**config.mk**
```make
export PLATFORM = sky130hd
export DESIGN_NAME = usl_uart_core
export DESIGN_NICKNAME = d
export VERILOG_FILES = /design/src/verilog/usl_pkg.sv /design/src/verilog/usl_uart_core.sv
export SDC_FILE = /design/constraint.sdc
export NUM_CORES = 2
export LEC_CHECK = 0
export ABC_CLOCK_PERIOD_IN_PS = 4300
export BUFFER_PORTS_ARGS = -buffer_cell sky130_fd_sc_hd__buf_2
export CAP_MARGIN = 20
export CORE_MARGIN = 2
export CORE_UTILIZATION = 45
export CTS_BUF_LIST = sky130_fd_sc_hd__clkbuf_8
export DETAILED_ROUTE_END_ITERATION = 8
export PLACE_DENSITY_LB_ADDON = 0.1
export SYNTH_ARGS = -nofsm -noshare
export SYNTH_HDL_FRONTEND = slang
export SYNTH_SLANG_ARGS = --single-unit
```
**constraint.sdc**
```tcl
create_clock -name MCLK -period 4.3 [get_ports MCLK]
set_input_delay 0.215 -clock MCLK [delete_from_list [all_inputs] [get_ports MCLK]]
set_output_delay 0.215 -clock MCLK [all_outputs]
set_load 0.005 [all_outputs]
```
**src/verilog/usl_pkg.sv**
```systemverilog
package usl_pkg;
	localparam int          NUM_CH       = 4;
	// ---------------------------------------------------------------
	// Register addresses on A2..A0
	// ---------------------------------------------------------------
	localparam logic [2:0]  ADR_DATA     = 3'h0;
	localparam logic [2:0]  ADR_IER      = 3'h1;
	localparam logic [2:0]  ADR_ISR      = 3'h2;
	localparam logic [2:0]  ADR_LCR      = 3'h3;
	localparam logic [2:0]  ADR_MCR      = 3'h4;
	localparam logic [2:0]  ADR_LSR      = 3'h5;
	localparam logic [2:0]  ADR_MSR      = 3'h6;
	localparam logic [2:0]  ADR_SPR      = 3'h7;
	// ---------------------------------------------------------------
	// Field positions and key values
	// ---------------------------------------------------------------
	localparam logic [7:0]  LCR_ENH_KEY  = 8'hBF;
	localparam int          LCR_DIV_BIT  = 7;
	localparam int          IER_SLEEP    = 4;
	localparam int          MCR_LOOP     = 4;
	localparam int          EFR_ENH      = 4;
	localparam int          FEATURE_CONTROL_FIFO_LEVEL_VIEW    = 6;
	localparam int          ISR_NONE_BIT = 0;
	localparam int          FCR_FIFO_EN  = 0;
	localparam int          ENHANCED_MODE_SELECT_TXCNT   = 0;
	localparam logic [3:0]  IER_LOW_MASK = 4'hF;
	localparam logic [4:0]  MCR_LOW_MASK = 5'h1F;
	localparam logic [7:0]  ISR_NO_INT   = 8'h01;
	localparam logic [7:0]  ISR_RX_DATA  = 8'h04;
	localparam logic [7:0]  ISR_TX_EMPTY = 8'h02;
	localparam logic [7:0]  ISR_MODEM    = 8'h00;
	// ---------------------------------------------------------------
	// Serial framing and reset values
	// ---------------------------------------------------------------
	localparam logic [3:0]  TX_FRAME     = 4'hA;
	localparam logic [3:0]  RX_FRAME     = 4'h9;
	localparam logic [7:0]  REG_RESET    = 8'h00;
	localparam logic [15:0] BAUD_RESET   = 16'h0000;

	typedef enum logic [4:0] {
		RG_NONE, RG_DATA, RG_IER, RG_ISR_FCR, RG_LCR, RG_MCR, RG_LSR, RG_MSR,
		RG_SPR, RG_FIFO_LEVEL_VIEW_ENHANCED_MODE_SELECT, RG_DLL, RG_DLM, RG_TRG_FC, RG_FEATURE_CONTROL, RG_EFR,
		RG_XON1, RG_XON2, RG_XOFF1, RG_XOFF2
	} usl_reg_t;

	typedef enum logic {PWR_AWAKE = 1'b0, PWR_ASLEEP = 1'b1} usl_pwr_t;

	typedef struct packed {
		logic [3:0] cs_n;
		logic [2:0] a;
		logic [7:0] d;
		logic       ior_n;
		logic       iow_n;
		logic       fifo_status_select_n_n;
		logic [3:0] rx;
		logic [3:0] cts_n;
		logic [3:0] dsr_n;
		logic [3:0] cd_n;
		logic [3:0] ri_n;
	} usl_pins_t;

	typedef struct packed {
		logic [7:0]  line_control, interrupt_enable, modem_control, dll, divisor_high, scratch, feature_control, enhanced_function;
		logic [7:0]  xon1, xon2, xoff1, xoff2, fifo_trigger_levels, enhanced_mode_select, fifo_control;
		logic [7:0]  tx_holding, rx_holding, rx_shift;
		logic        thr_full, rx_ready, overrun;
		logic [9:0]  tx_shift;
		logic [3:0]  tx_cnt, rx_cnt;
		logic        tx_busy, rx_busy, tx_line;
		logic [3:0]  delta, mdm_prev;
		logic [15:0] baud_cnt;
		logic        tx_pin, rts_n, dtr_n;
	} usl_chan_t;

	typedef struct packed {
		usl_pins_t                meta, sync;
		logic                     rd_prev, wr_prev;
		usl_pwr_t                 pwr;
		logic                     osc;
		logic [7:0]               dout;
		logic                     doe;
		usl_chan_t [NUM_CH-1:0]   ch;
	} usl_state_t;
endpackage : usl_pkg

```
**src/verilog/usl_uart_core.sv**
```systemverilog
module usl_uart_core #(
	parameter logic [7:0] REVISION = 8'h01, // Arbitrary value
	parameter logic [7:0] IDENT    = 8'h5A  // Arbitrary value
) (
	input  wire logic       MCLK,
	input  wire logic       RSTN,
	input  wire logic [3:0] CS_N,
	input  wire logic [2:0] A,
	input  wire logic [7:0] D_IN,
	output logic      [7:0] D_OUT,
	output logic            D_OE,
	input  wire logic       IOR_N,
	input  wire logic       IOW_N,
	input  wire logic       FIFO_STATUS_SELECT_N,
	input  wire logic [3:0] RX,
	input  wire logic [3:0] CTS_N,
	input  wire logic [3:0] DSR_N,
	input  wire logic [3:0] CD_N,
	input  wire logic [3:0] RI_N,
	output logic      [3:0] TX,
	output logic      [3:0] RTS_N,
	output logic      [3:0] DTR_N,
	output logic            OSCILLATOR_OUTPUT
);
	// ---------------------------------------------------------------
	// Helpers
	// ---------------------------------------------------------------
	function automatic logic [1:0] cs_index(input logic [3:0] cs_n);
		logic [1:0] idx;
		idx = 2'd0;
		for (int k = usl_pkg::NUM_CH - 1; k >= 0; k--) begin
			if (!cs_n[k]) begin
				idx = 2'(k);
			end
		end
		return idx;
	endfunction : cs_index

	function automatic usl_pkg::usl_reg_t decode(input logic [2:0] adr,
		input logic [7:0] line_control, input logic fifo_level_view_sel);
		usl_pkg::usl_reg_t r;
		r = usl_pkg::RG_NONE;
		if (adr == usl_pkg::ADR_LCR) begin
			r = usl_pkg::RG_LCR;
		end else if (line_control == usl_pkg::LCR_ENH_KEY) begin
			unique case (adr)
				usl_pkg::ADR_DATA: r = usl_pkg::RG_TRG_FC;
				usl_pkg::ADR_IER:  r = usl_pkg::RG_FEATURE_CONTROL;
				usl_pkg::ADR_ISR:  r = usl_pkg::RG_EFR;
				usl_pkg::ADR_MCR:  r = usl_pkg::RG_XON1;
				usl_pkg::ADR_LSR:  r = usl_pkg::RG_XON2;
				usl_pkg::ADR_MSR:  r = usl_pkg::RG_XOFF1;
				usl_pkg::ADR_SPR:  r = usl_pkg::RG_XOFF2;
				default:           r = usl_pkg::RG_NONE;
			endcase
		end else if (line_control[usl_pkg::LCR_DIV_BIT]) begin
			if (adr == usl_pkg::ADR_DATA) begin
				r = usl_pkg::RG_DLL;
			end else if (adr == usl_pkg::ADR_IER) begin
				r = usl_pkg::RG_DLM;
			end
		end else begin
			unique case (adr)
				usl_pkg::ADR_DATA: r = usl_pkg::RG_DATA;
				usl_pkg::ADR_IER:  r = usl_pkg::RG_IER;
				usl_pkg::ADR_ISR:  r = usl_pkg::RG_ISR_FCR;
				usl_pkg::ADR_MCR:  r = usl_pkg::RG_MCR;
				usl_pkg::ADR_LSR:  r = usl_pkg::RG_LSR;
				usl_pkg::ADR_MSR:  r = usl_pkg::RG_MSR;
				usl_pkg::ADR_SPR:  r = fifo_level_view_sel ? usl_pkg::RG_FIFO_LEVEL_VIEW_ENHANCED_MODE_SELECT
				                                : usl_pkg::RG_SPR;
				default:           r = usl_pkg::RG_NONE;
			endcase
		end
		return r;
	endfunction : decode

	// ---------------------------------------------------------------
	// State
	// ---------------------------------------------------------------
	usl_pkg::usl_state_t           s;
	usl_pkg::usl_state_t           next_s;
	usl_pkg::usl_pins_t            pins_now;
	usl_pkg::usl_reg_t             rsel;
	logic                          rd_act;
	logic                          wr_act;
	logic                          rd_start;
	logic                          wr_start;
	logic [1:0]                    chn;
	logic [7:0]                    rdv;
	logic                          wr_thr;
	logic                          sleep_ok;
	logic                          wake;
	logic [usl_pkg::NUM_CH-1:0]    tick;
	logic [usl_pkg::NUM_CH-1:0]    loop;
	logic [usl_pkg::NUM_CH-1:0]    rx_in;
	logic [3:0]                    mdm [usl_pkg::NUM_CH];
	logic [7:0]                    interrupt_status [usl_pkg::NUM_CH];
	logic [15:0]                   div_m1;
	logic [7:0]                    fifo_ready_status;
	// Synchronisers restart at pin idle levels, so no false strobe or edge follows reset
	localparam usl_pkg::usl_pins_t PINS_IDLE = '{cs_n: 4'hF, a: 3'h0, d: 8'h00, ior_n: 1'b1,
		iow_n: 1'b1, fifo_status_select_n_n: 1'b1, rx: 4'hF, cts_n: 4'hF, dsr_n: 4'hF, cd_n: 4'hF, ri_n: 4'hF};

	always_comb begin
		pins_now = '{cs_n: CS_N, a: A, d: D_IN, ior_n: IOR_N, iow_n: IOW_N,
		             fifo_status_select_n_n: FIFO_STATUS_SELECT_N, rx: RX, cts_n: CTS_N,
		             dsr_n: DSR_N, cd_n: CD_N, ri_n: RI_N};
	end

	always_comb begin
		next_s   = s;
		tick     = '0;
		loop     = '0;
		rx_in    = '0;
		div_m1   = '0;
		fifo_ready_status    = '0;
		rdv      = '0;
		wr_thr   = 1'b0;
		sleep_ok = 1'b1;
		wake     = 1'b0;
		for (int i = 0; i < usl_pkg::NUM_CH; i++) begin
			mdm[i] = '0;
			interrupt_status[i] = usl_pkg::ISR_NO_INT;
		end
		// Pins pass two flops; only the second stage is looked at
		next_s.meta = pins_now;
		next_s.sync = s.meta;

		// -----------------------------------------------------------
		// Per-channel derived values
		// -----------------------------------------------------------
		for (int i = 0; i < usl_pkg::NUM_CH; i++) begin
			loop[i] = s.ch[i].modem_control[usl_pkg::MCR_LOOP];
			// Status order: CD, RI, DSR, CTS, active high
			if (loop[i]) begin
				mdm[i] = {s.ch[i].modem_control[3], s.ch[i].modem_control[2],
				          s.ch[i].modem_control[0], s.ch[i].modem_control[1]};
			end else begin
				mdm[i] = ~{s.sync.cd_n[i], s.sync.ri_n[i],
				           s.sync.dsr_n[i], s.sync.cts_n[i]};
			end
			rx_in[i] = loop[i] ? s.ch[i].tx_line : s.sync.rx[i];
			if (mdm[i] != s.ch[i].mdm_prev || !s.sync.rx[i]) begin
				wake = 1'b1;
			end
			if (s.ch[i].interrupt_enable[0] && s.ch[i].rx_ready) begin
				interrupt_status[i] = usl_pkg::ISR_RX_DATA;
			end else if (s.ch[i].interrupt_enable[1] && !s.ch[i].thr_full) begin
				interrupt_status[i] = usl_pkg::ISR_TX_EMPTY;
			end else if (s.ch[i].interrupt_enable[3] && (|s.ch[i].delta)) begin
				interrupt_status[i] = usl_pkg::ISR_MODEM;
			end
			interrupt_status[i][7:6] = {2{s.ch[i].fifo_control[usl_pkg::FCR_FIFO_EN]}};
			fifo_ready_status[i]     = !s.ch[i].thr_full;
			fifo_ready_status[i + 4] = s.ch[i].rx_ready;
		end

		// -----------------------------------------------------------
		// Host bus: channel select and address decode
		// -----------------------------------------------------------
		rd_act = !s.sync.ior_n && !(&s.sync.cs_n);
		wr_act = !s.sync.iow_n && !(&s.sync.cs_n);
		rd_start = rd_act && !s.rd_prev;
		wr_start = wr_act && !s.wr_prev;
		next_s.rd_prev = rd_act;
		next_s.wr_prev = wr_act;
		chn  = cs_index(s.sync.cs_n);
		rsel = decode(s.sync.a, s.ch[chn].line_control,
		              s.ch[chn].feature_control[usl_pkg::FEATURE_CONTROL_FIFO_LEVEL_VIEW]);

		unique case (rsel)
			usl_pkg::RG_DATA:      rdv = s.ch[chn].rx_holding;
			usl_pkg::RG_IER:       rdv = s.ch[chn].interrupt_enable;
			usl_pkg::RG_ISR_FCR:   rdv = interrupt_status[chn];
			usl_pkg::RG_LCR:       rdv = s.ch[chn].line_control;
			usl_pkg::RG_MCR:       rdv = s.ch[chn].modem_control;
			usl_pkg::RG_LSR:       rdv = {1'b0,
			                              !s.ch[chn].thr_full && !s.ch[chn].tx_busy,
			                              !s.ch[chn].thr_full, 3'b000,
			                              s.ch[chn].overrun, s.ch[chn].rx_ready};
			usl_pkg::RG_MSR:       rdv = {mdm[chn], s.ch[chn].delta};
			usl_pkg::RG_SPR:       rdv = s.ch[chn].scratch;
			usl_pkg::RG_FIFO_LEVEL_VIEW_ENHANCED_MODE_SELECT,
			usl_pkg::RG_TRG_FC:    rdv = {7'h00, s.ch[chn].enhanced_mode_select[usl_pkg::ENHANCED_MODE_SELECT_TXCNT]
			                              ? s.ch[chn].thr_full : s.ch[chn].rx_ready};
			usl_pkg::RG_DLL:       rdv = ({s.ch[chn].divisor_high, s.ch[chn].dll} == '0)
			                             ? REVISION : s.ch[chn].dll;
			usl_pkg::RG_DLM:       rdv = ({s.ch[chn].divisor_high, s.ch[chn].dll} == '0)
			                             ? IDENT : s.ch[chn].divisor_high;
			usl_pkg::RG_FEATURE_CONTROL:      rdv = s.ch[chn].feature_control;
			usl_pkg::RG_EFR:       rdv = s.ch[chn].enhanced_function;
			usl_pkg::RG_XON1:      rdv = s.ch[chn].xon1;
			usl_pkg::RG_XON2:      rdv = s.ch[chn].xon2;
			usl_pkg::RG_XOFF1:     rdv = s.ch[chn].xoff1;
			usl_pkg::RG_XOFF2:     rdv = s.ch[chn].xoff2;
			usl_pkg::RG_NONE:      rdv = '0;
		endcase
		if (!s.sync.fifo_status_select_n_n) begin
			rdv = fifo_ready_status;
		end

		// Read data frozen at strobe start so side effects stay invisible
		next_s.doe = rd_act;
		if (rd_start) begin
			next_s.dout = rdv;
			if (s.sync.fifo_status_select_n_n && rsel == usl_pkg::RG_DATA) begin
				next_s.ch[chn].rx_ready = 1'b0;
			end
			if (s.sync.fifo_status_select_n_n && rsel == usl_pkg::RG_MSR) begin
				next_s.ch[chn].delta = '0;
			end
			if (s.sync.fifo_status_select_n_n && rsel == usl_pkg::RG_LSR) begin
				next_s.ch[chn].overrun = 1'b0;
			end
		end

		if (wr_start) begin
			unique case (rsel)
				usl_pkg::RG_DATA: begin
					next_s.ch[chn].tx_holding      = s.sync.d;
					next_s.ch[chn].thr_full = 1'b1;
					wr_thr = 1'b1;
				end
				usl_pkg::RG_IER: begin
					next_s.ch[chn].interrupt_enable[3:0] = s.sync.d[3:0] & usl_pkg::IER_LOW_MASK;
					if (s.ch[chn].enhanced_function[usl_pkg::EFR_ENH]) begin
						next_s.ch[chn].interrupt_enable[7:4] = s.sync.d[7:4];
					end
				end
				usl_pkg::RG_MCR: begin
					next_s.ch[chn].modem_control[4:0] = s.sync.d[4:0] & usl_pkg::MCR_LOW_MASK;
					if (s.ch[chn].enhanced_function[usl_pkg::EFR_ENH]) begin
						next_s.ch[chn].modem_control[7:5] = s.sync.d[7:5];
					end
				end
				usl_pkg::RG_ISR_FCR:   next_s.ch[chn].fifo_control   = s.sync.d;
				usl_pkg::RG_LCR:       next_s.ch[chn].line_control   = s.sync.d;
				usl_pkg::RG_SPR:       next_s.ch[chn].scratch   = s.sync.d;
				usl_pkg::RG_FIFO_LEVEL_VIEW_ENHANCED_MODE_SELECT: next_s.ch[chn].enhanced_mode_select  = s.sync.d;
				usl_pkg::RG_DLL:       next_s.ch[chn].dll   = s.sync.d;
				usl_pkg::RG_DLM:       next_s.ch[chn].divisor_high   = s.sync.d;
				usl_pkg::RG_TRG_FC:    next_s.ch[chn].fifo_trigger_levels   = s.sync.d;
				usl_pkg::RG_FEATURE_CONTROL:      next_s.ch[chn].feature_control  = s.sync.d;
				usl_pkg::RG_EFR:       next_s.ch[chn].enhanced_function   = s.sync.d;
				usl_pkg::RG_XON1:      next_s.ch[chn].xon1  = s.sync.d;
				usl_pkg::RG_XON2:      next_s.ch[chn].xon2  = s.sync.d;
				usl_pkg::RG_XOFF1:     next_s.ch[chn].xoff1 = s.sync.d;
				usl_pkg::RG_XOFF2:     next_s.ch[chn].xoff2 = s.sync.d;
				usl_pkg::RG_LSR,
				usl_pkg::RG_MSR,
				usl_pkg::RG_NONE:      next_s.ch[chn].scratch   = s.ch[chn].scratch;
			endcase
		end

		if (wr_thr) begin
			wake = 1'b1;
		end
		// -----------------------------------------------------------
		// Serial engines, one bit per divisor period
		// -----------------------------------------------------------
		for (int i = 0; i < usl_pkg::NUM_CH; i++) begin
			div_m1 = ({s.ch[i].divisor_high, s.ch[i].dll} == '0) ? '0
			       : 16'({s.ch[i].divisor_high, s.ch[i].dll} - 16'h0001);
			// Stopped oscillator freezes bit timing; the wake cycle counts so a start bit survives
			if (s.pwr == usl_pkg::PWR_AWAKE || wake) begin
				tick[i] = (s.ch[i].baud_cnt >= div_m1);
				next_s.ch[i].baud_cnt = tick[i] ? '0
				                      : 16'(s.ch[i].baud_cnt + 16'h0001);
			end
			if (tick[i]) begin
				if (s.ch[i].tx_busy) begin
					next_s.ch[i].tx_line  = s.ch[i].tx_shift[0];
					next_s.ch[i].tx_shift = {1'b1, s.ch[i].tx_shift[9:1]};
					next_s.ch[i].tx_cnt   = 4'(s.ch[i].tx_cnt - 4'h1);
					next_s.ch[i].tx_busy  = (s.ch[i].tx_cnt != 4'h1);
				end else if (s.ch[i].thr_full) begin
					next_s.ch[i].tx_shift = {1'b1, s.ch[i].tx_holding, 1'b0};
					next_s.ch[i].tx_cnt   = usl_pkg::TX_FRAME;
					next_s.ch[i].tx_busy  = 1'b1;
					next_s.ch[i].thr_full = 1'b0;
				end
				if (s.ch[i].rx_busy) begin
					next_s.ch[i].rx_cnt = 4'(s.ch[i].rx_cnt - 4'h1);
					if (s.ch[i].rx_cnt == 4'h1) begin
						next_s.ch[i].rx_busy = 1'b0;
						next_s.ch[i].rx_holding     = s.ch[i].rx_shift;
						next_s.ch[i].overrun = s.ch[i].overrun || s.ch[i].rx_ready;
						next_s.ch[i].rx_ready = 1'b1;
					end else begin
						next_s.ch[i].rx_shift = {rx_in[i], s.ch[i].rx_shift[7:1]};
					end
				end else if (!rx_in[i]) begin
					next_s.ch[i].rx_busy = 1'b1;
					next_s.ch[i].rx_cnt  = usl_pkg::RX_FRAME;
				end
			end
			// Host write lands after the loader so new data is never lost
			if (wr_thr && chn == 2'(i)) begin
				next_s.ch[i].thr_full = 1'b1;
			end
			// Deltas: a change in the same cycle as the read wins
			next_s.ch[i].mdm_prev = mdm[i];
			for (int b = 0; b < 4; b++) begin
				if (mdm[i][b] != s.ch[i].mdm_prev[b]) begin
					next_s.ch[i].delta[b] = 1'b1;
				end
			end
			next_s.ch[i].tx_pin = loop[i] ? 1'b1 : s.ch[i].tx_line;
			next_s.ch[i].rts_n  = loop[i] ? 1'b1 : !s.ch[i].modem_control[1];
			next_s.ch[i].dtr_n  = loop[i] ? 1'b1 : !s.ch[i].modem_control[0];

			// -------------------------------------------------------
			// Sleep entry terms
			// -------------------------------------------------------
			if (!interrupt_status[i][usl_pkg::ISR_NONE_BIT]) begin
				sleep_ok = 1'b0;
			end
			if (!s.ch[i].interrupt_enable[usl_pkg::IER_SLEEP]) begin
				sleep_ok = 1'b0;
			end
			if (|s.ch[i].delta) begin
				sleep_ok = 1'b0;
			end
			if (!s.sync.rx[i] || s.ch[i].rx_busy) begin
				sleep_ok = 1'b0;
			end
			if (s.ch[i].thr_full || s.ch[i].tx_busy) begin
				sleep_ok = 1'b0;
			end
		end
		// Sleep is re-entered whenever the terms hold again
		next_s.pwr = (sleep_ok && !wake) ? usl_pkg::PWR_ASLEEP
		                                 : usl_pkg::PWR_AWAKE;
		next_s.osc = (s.pwr == usl_pkg::PWR_ASLEEP) ? 1'b0 : !s.osc;
	end

	// ---------------------------------------------------------------
	// Registers
	// ---------------------------------------------------------------
	always_ff @(posedge MCLK) begin
		if (!RSTN) begin
			s      <= '0;
			s.meta <= PINS_IDLE;
			s.sync <= PINS_IDLE;
			for (int i = 0; i < usl_pkg::NUM_CH; i++) begin
				s.ch[i].tx_line  <= 1'b1;
				s.ch[i].tx_pin   <= 1'b1;
				s.ch[i].rts_n    <= 1'b1;
				s.ch[i].dtr_n    <= 1'b1;
				s.ch[i].baud_cnt <= usl_pkg::BAUD_RESET;
				s.ch[i].line_control      <= usl_pkg::REG_RESET;
			end
		end else begin
			s <= next_s;
		end
	end

	always_comb begin
		D_OUT             = s.dout;
		D_OE              = s.doe;
		OSCILLATOR_OUTPUT = s.osc;
		for (int i = 0; i < usl_pkg::NUM_CH; i++) begin
			TX[i]    = s.ch[i].tx_pin;
			RTS_N[i] = s.ch[i].rts_n;
			DTR_N[i] = s.ch[i].dtr_n;
		end
	end
endmodule : usl_uart_core

```
==> impl_metrics.ini <==
[placed_design]
dp_cells = 5354
port_buffers = 61
gp_congestion = 0.920
dp_hpwl_mm = 81.5
placed_area_mm2 = 0.0381

[sta]
maxSlewViolCount = 0
max_freq_mhz = 237
finalSetupTns_ps = 0
fin_skew_ps = 39.5
final_hold_viol_count = 0
finalSetupViolCount = 0
tightest_slew_ps = 1120
fin_crit_ps = 4220
slew_headroom_pct = 25.3
hold_ws_ps = 128
finalCritPeriodShare_pct = 98.1

[setup_path]
arrival_ps = 4870
worstPathMaxFanout = 18
critical_path_class = reg -> reg
rr_startpoint = s[830]
crit_start = s[830]
start_kind = flip-flop
crit_path_end_kind = flip-flop
required_ps = 4950

[grt]
grt_pass1_wl_mm = 187
grt_max_degree = 150
grt.overflow.total = 0
first_global_vias = 31147
antenna_found_initial = 4
grt_usage_pct = 28.8

[job]
cap_viol_max_count = 0

[cells_and_area]
syn2layout_area_growth_pct = 13.7
final_cells = 5672
drive_gt1_share_pct = 12.2
final_area_mm2 = 0.0417
final_cell_mix = 769 x dfxtp_1, 702 x nand2_1, 477 x nor2_1
final_nets = 4635
layout_commonest_cell = dfxtp_1

[clock_network]
clk_pin_slew_ps = 60
cts_buffers = 139
h-tree-depth = 4
clkSinkCount = 780
cts_tree = done
clock_path_buffers = 3
clkLatencyLatePin_ps = 810
clock-root-buffer = clkbuf_8

[synth]
synthesis.area_mm2 = 0.0366
avgSynthCellArea_um2 = 8.30
synth.distinct_cells = 94
syn_inst = 4413
synthArstFlopShare_pct = 0
ys_ff_latch = 780
synth_edf_count = 0
synth_ff_type = dfxtp_1
ys_seq_area_share_pct = 42.6
syn_nets = 4541
ys.warnings.count = 0

[power_and_ir_drop]
power_density_mw_per_mm2 = 371
p_leak_nw = 15.0
irDropWorstVdd_mv = 0.301
total_power_mw = 15.4

[detailed_routing]
drtAntennaViolNets = 0
vias_per_cell = 5.83
totalWireLength_mm = 122
drt_iter0_markers = 3377
wl_per_cell_um = 21.5
drc = 0
vias = 33061
first_pass_iters = 6

[status]
status = finished clean

[floorplanning]
die_x_um = 289
pin_count = 62
die_area_mm2 = 0.0837
rows = 104
core_mm2 = 0.0805
die_y_um = 289
floorplan.initialDensity_pct = 45.5

[min_path]
hold_start = CS_N[2]
hp-class = in -> reg
[worst max-delay path, cell delays in order, from the launching register on]
cell      delay (ps)
dfxtp_1          730
nand4b_4         280
or2_1            260
a31oi_4          160
buf_4            260
nor2_1           750
nand2_1          630
nor2_1           670
mux2i_1          250
nor2_1            50
[where the power goes]
part | internal, mW | total [mW] | switching, mW
clock network | 3.71 | 6.95 | 3.24
logic | 0.359 | 1.08 | 0.716
registers | 7.31 | 7.41 | 0.106
total | 11.4 | 15.4 | 4.06
[what timing repair did]
action,in CTS,in global routing
buffers inserted,0,6
pin swaps,0,3
hold buffers,65,0
hold endpoints to repair,75,0
resized for setup,3,16
endpoints found under the setup margin,26,113
[synthesized netlist by cell type, types with 19 or more instances]
cell type	number	area (um2)
dfxtp_1	780	15600
nand2_1	705	2650
nor2_1	480	1800
a21oi_1	370	1850
clkbuf_1	220	826
o21ai_0	210	1050
mux2i_1	160	1600
nor3_1	115	576
nand3_1	113	566
ha_1	88	1100
nand2b_1	86	538
xnor2_1	69	604
o22ai_1	68	425
o221ai_1	67	587
nand4_1	52	325
inv_1	47	176
nor2b_1	42	263
buf_2	41	205
or3_1	38	238
a31oi_1	37	231
and2_1	36	225
buf_4	31	233
a32o_1	30	300
nor4_1	30	188
a21o_1	29	218
nor3_2	27	270
buf_1	26	97.6
xor2_1	26	228
o21a_1	24	180
a211oi_1	23	173
nor3b_1	22	165
o211ai_1	22	165
o22a_1	22	193
o221a_2	21	236
or4_1	20	150
o31ai_1	19	143
[layer usage]
metal / GRT usage (%) / wire (um) / vias up
li1: - / - / 15825
met1: 40.7 / 56500 / 15833
met2: 44.0 / 53200 / 1178
met3: 4.79 / 8250 / 219
met4: 10.3 / 3840 / 6
met5: 0 / 38 / -
[sequential cells by signal (all words and copies together), names as in the netlist]
| signal | cells |
|---|---|
| TX | 4 |
| fifo_ready_status | 4 |
| loop | 4 |
| DTR_N | 4 |
| next_s | 38 |
| D_OUT | 8 |
| D_OE | 1 |
| interrupt_status | 4 |
| OSCILLATOR_OUTPUT | 1 |
| s | 708 |
| RTS_N | 4 |
[final timing paths]
check	endpoint	slack, ps	cells after the start
max	s[549]	80	9
min reg2reg	s[804]	400	1
max reg2reg	s[549]	80	9
min	next_s[829]	130	3
[cell families (layout without fill, tap and decap cells)]
| family | count (synthesis) | count (layout) | share of synthesized area [%] |
|---|---|---|---|
| buffers and inverters | 374 | 570 | 4.41 |
| AOI/OAI and AO/OA | 1018 | 1018 | 17.7 |
| DFF | 780 | 780 | 42.6 |
| muxes | 165 | 165 | 4.53 |
| and+or+nand+nor | 1893 | 1893 | 25.4 |
| adders and majority gates | 88 | 88 | 3.01 |
| xor gates and xnor gates | 95 | 95 | 2.27 |
| other | 0 | 3 | 0 |
[through the flow]
stage	utilization (%)	worst slack, ps
after detailed placement	47.3	-247
after global routing	51.7	-2.10
after floorplan	-	351
after CTS	51.5	49.2
final	51.7	80.7
after global placement	47.3	-140
[area by class of cell]
class | count | area (um2)
fillers | 7770 | 38900
multi-input cells | 3259 | 19500
flip-flops and latches | 780 | 15600
clock buffers | 170 | 2340
repair buffers | 277 | 2220
well taps | 1060 | 1330
clock inverters | 73 | 419
inverters | 50 | 195
diodes | 3 | 7.51
(Power assumes the default switching activity.)
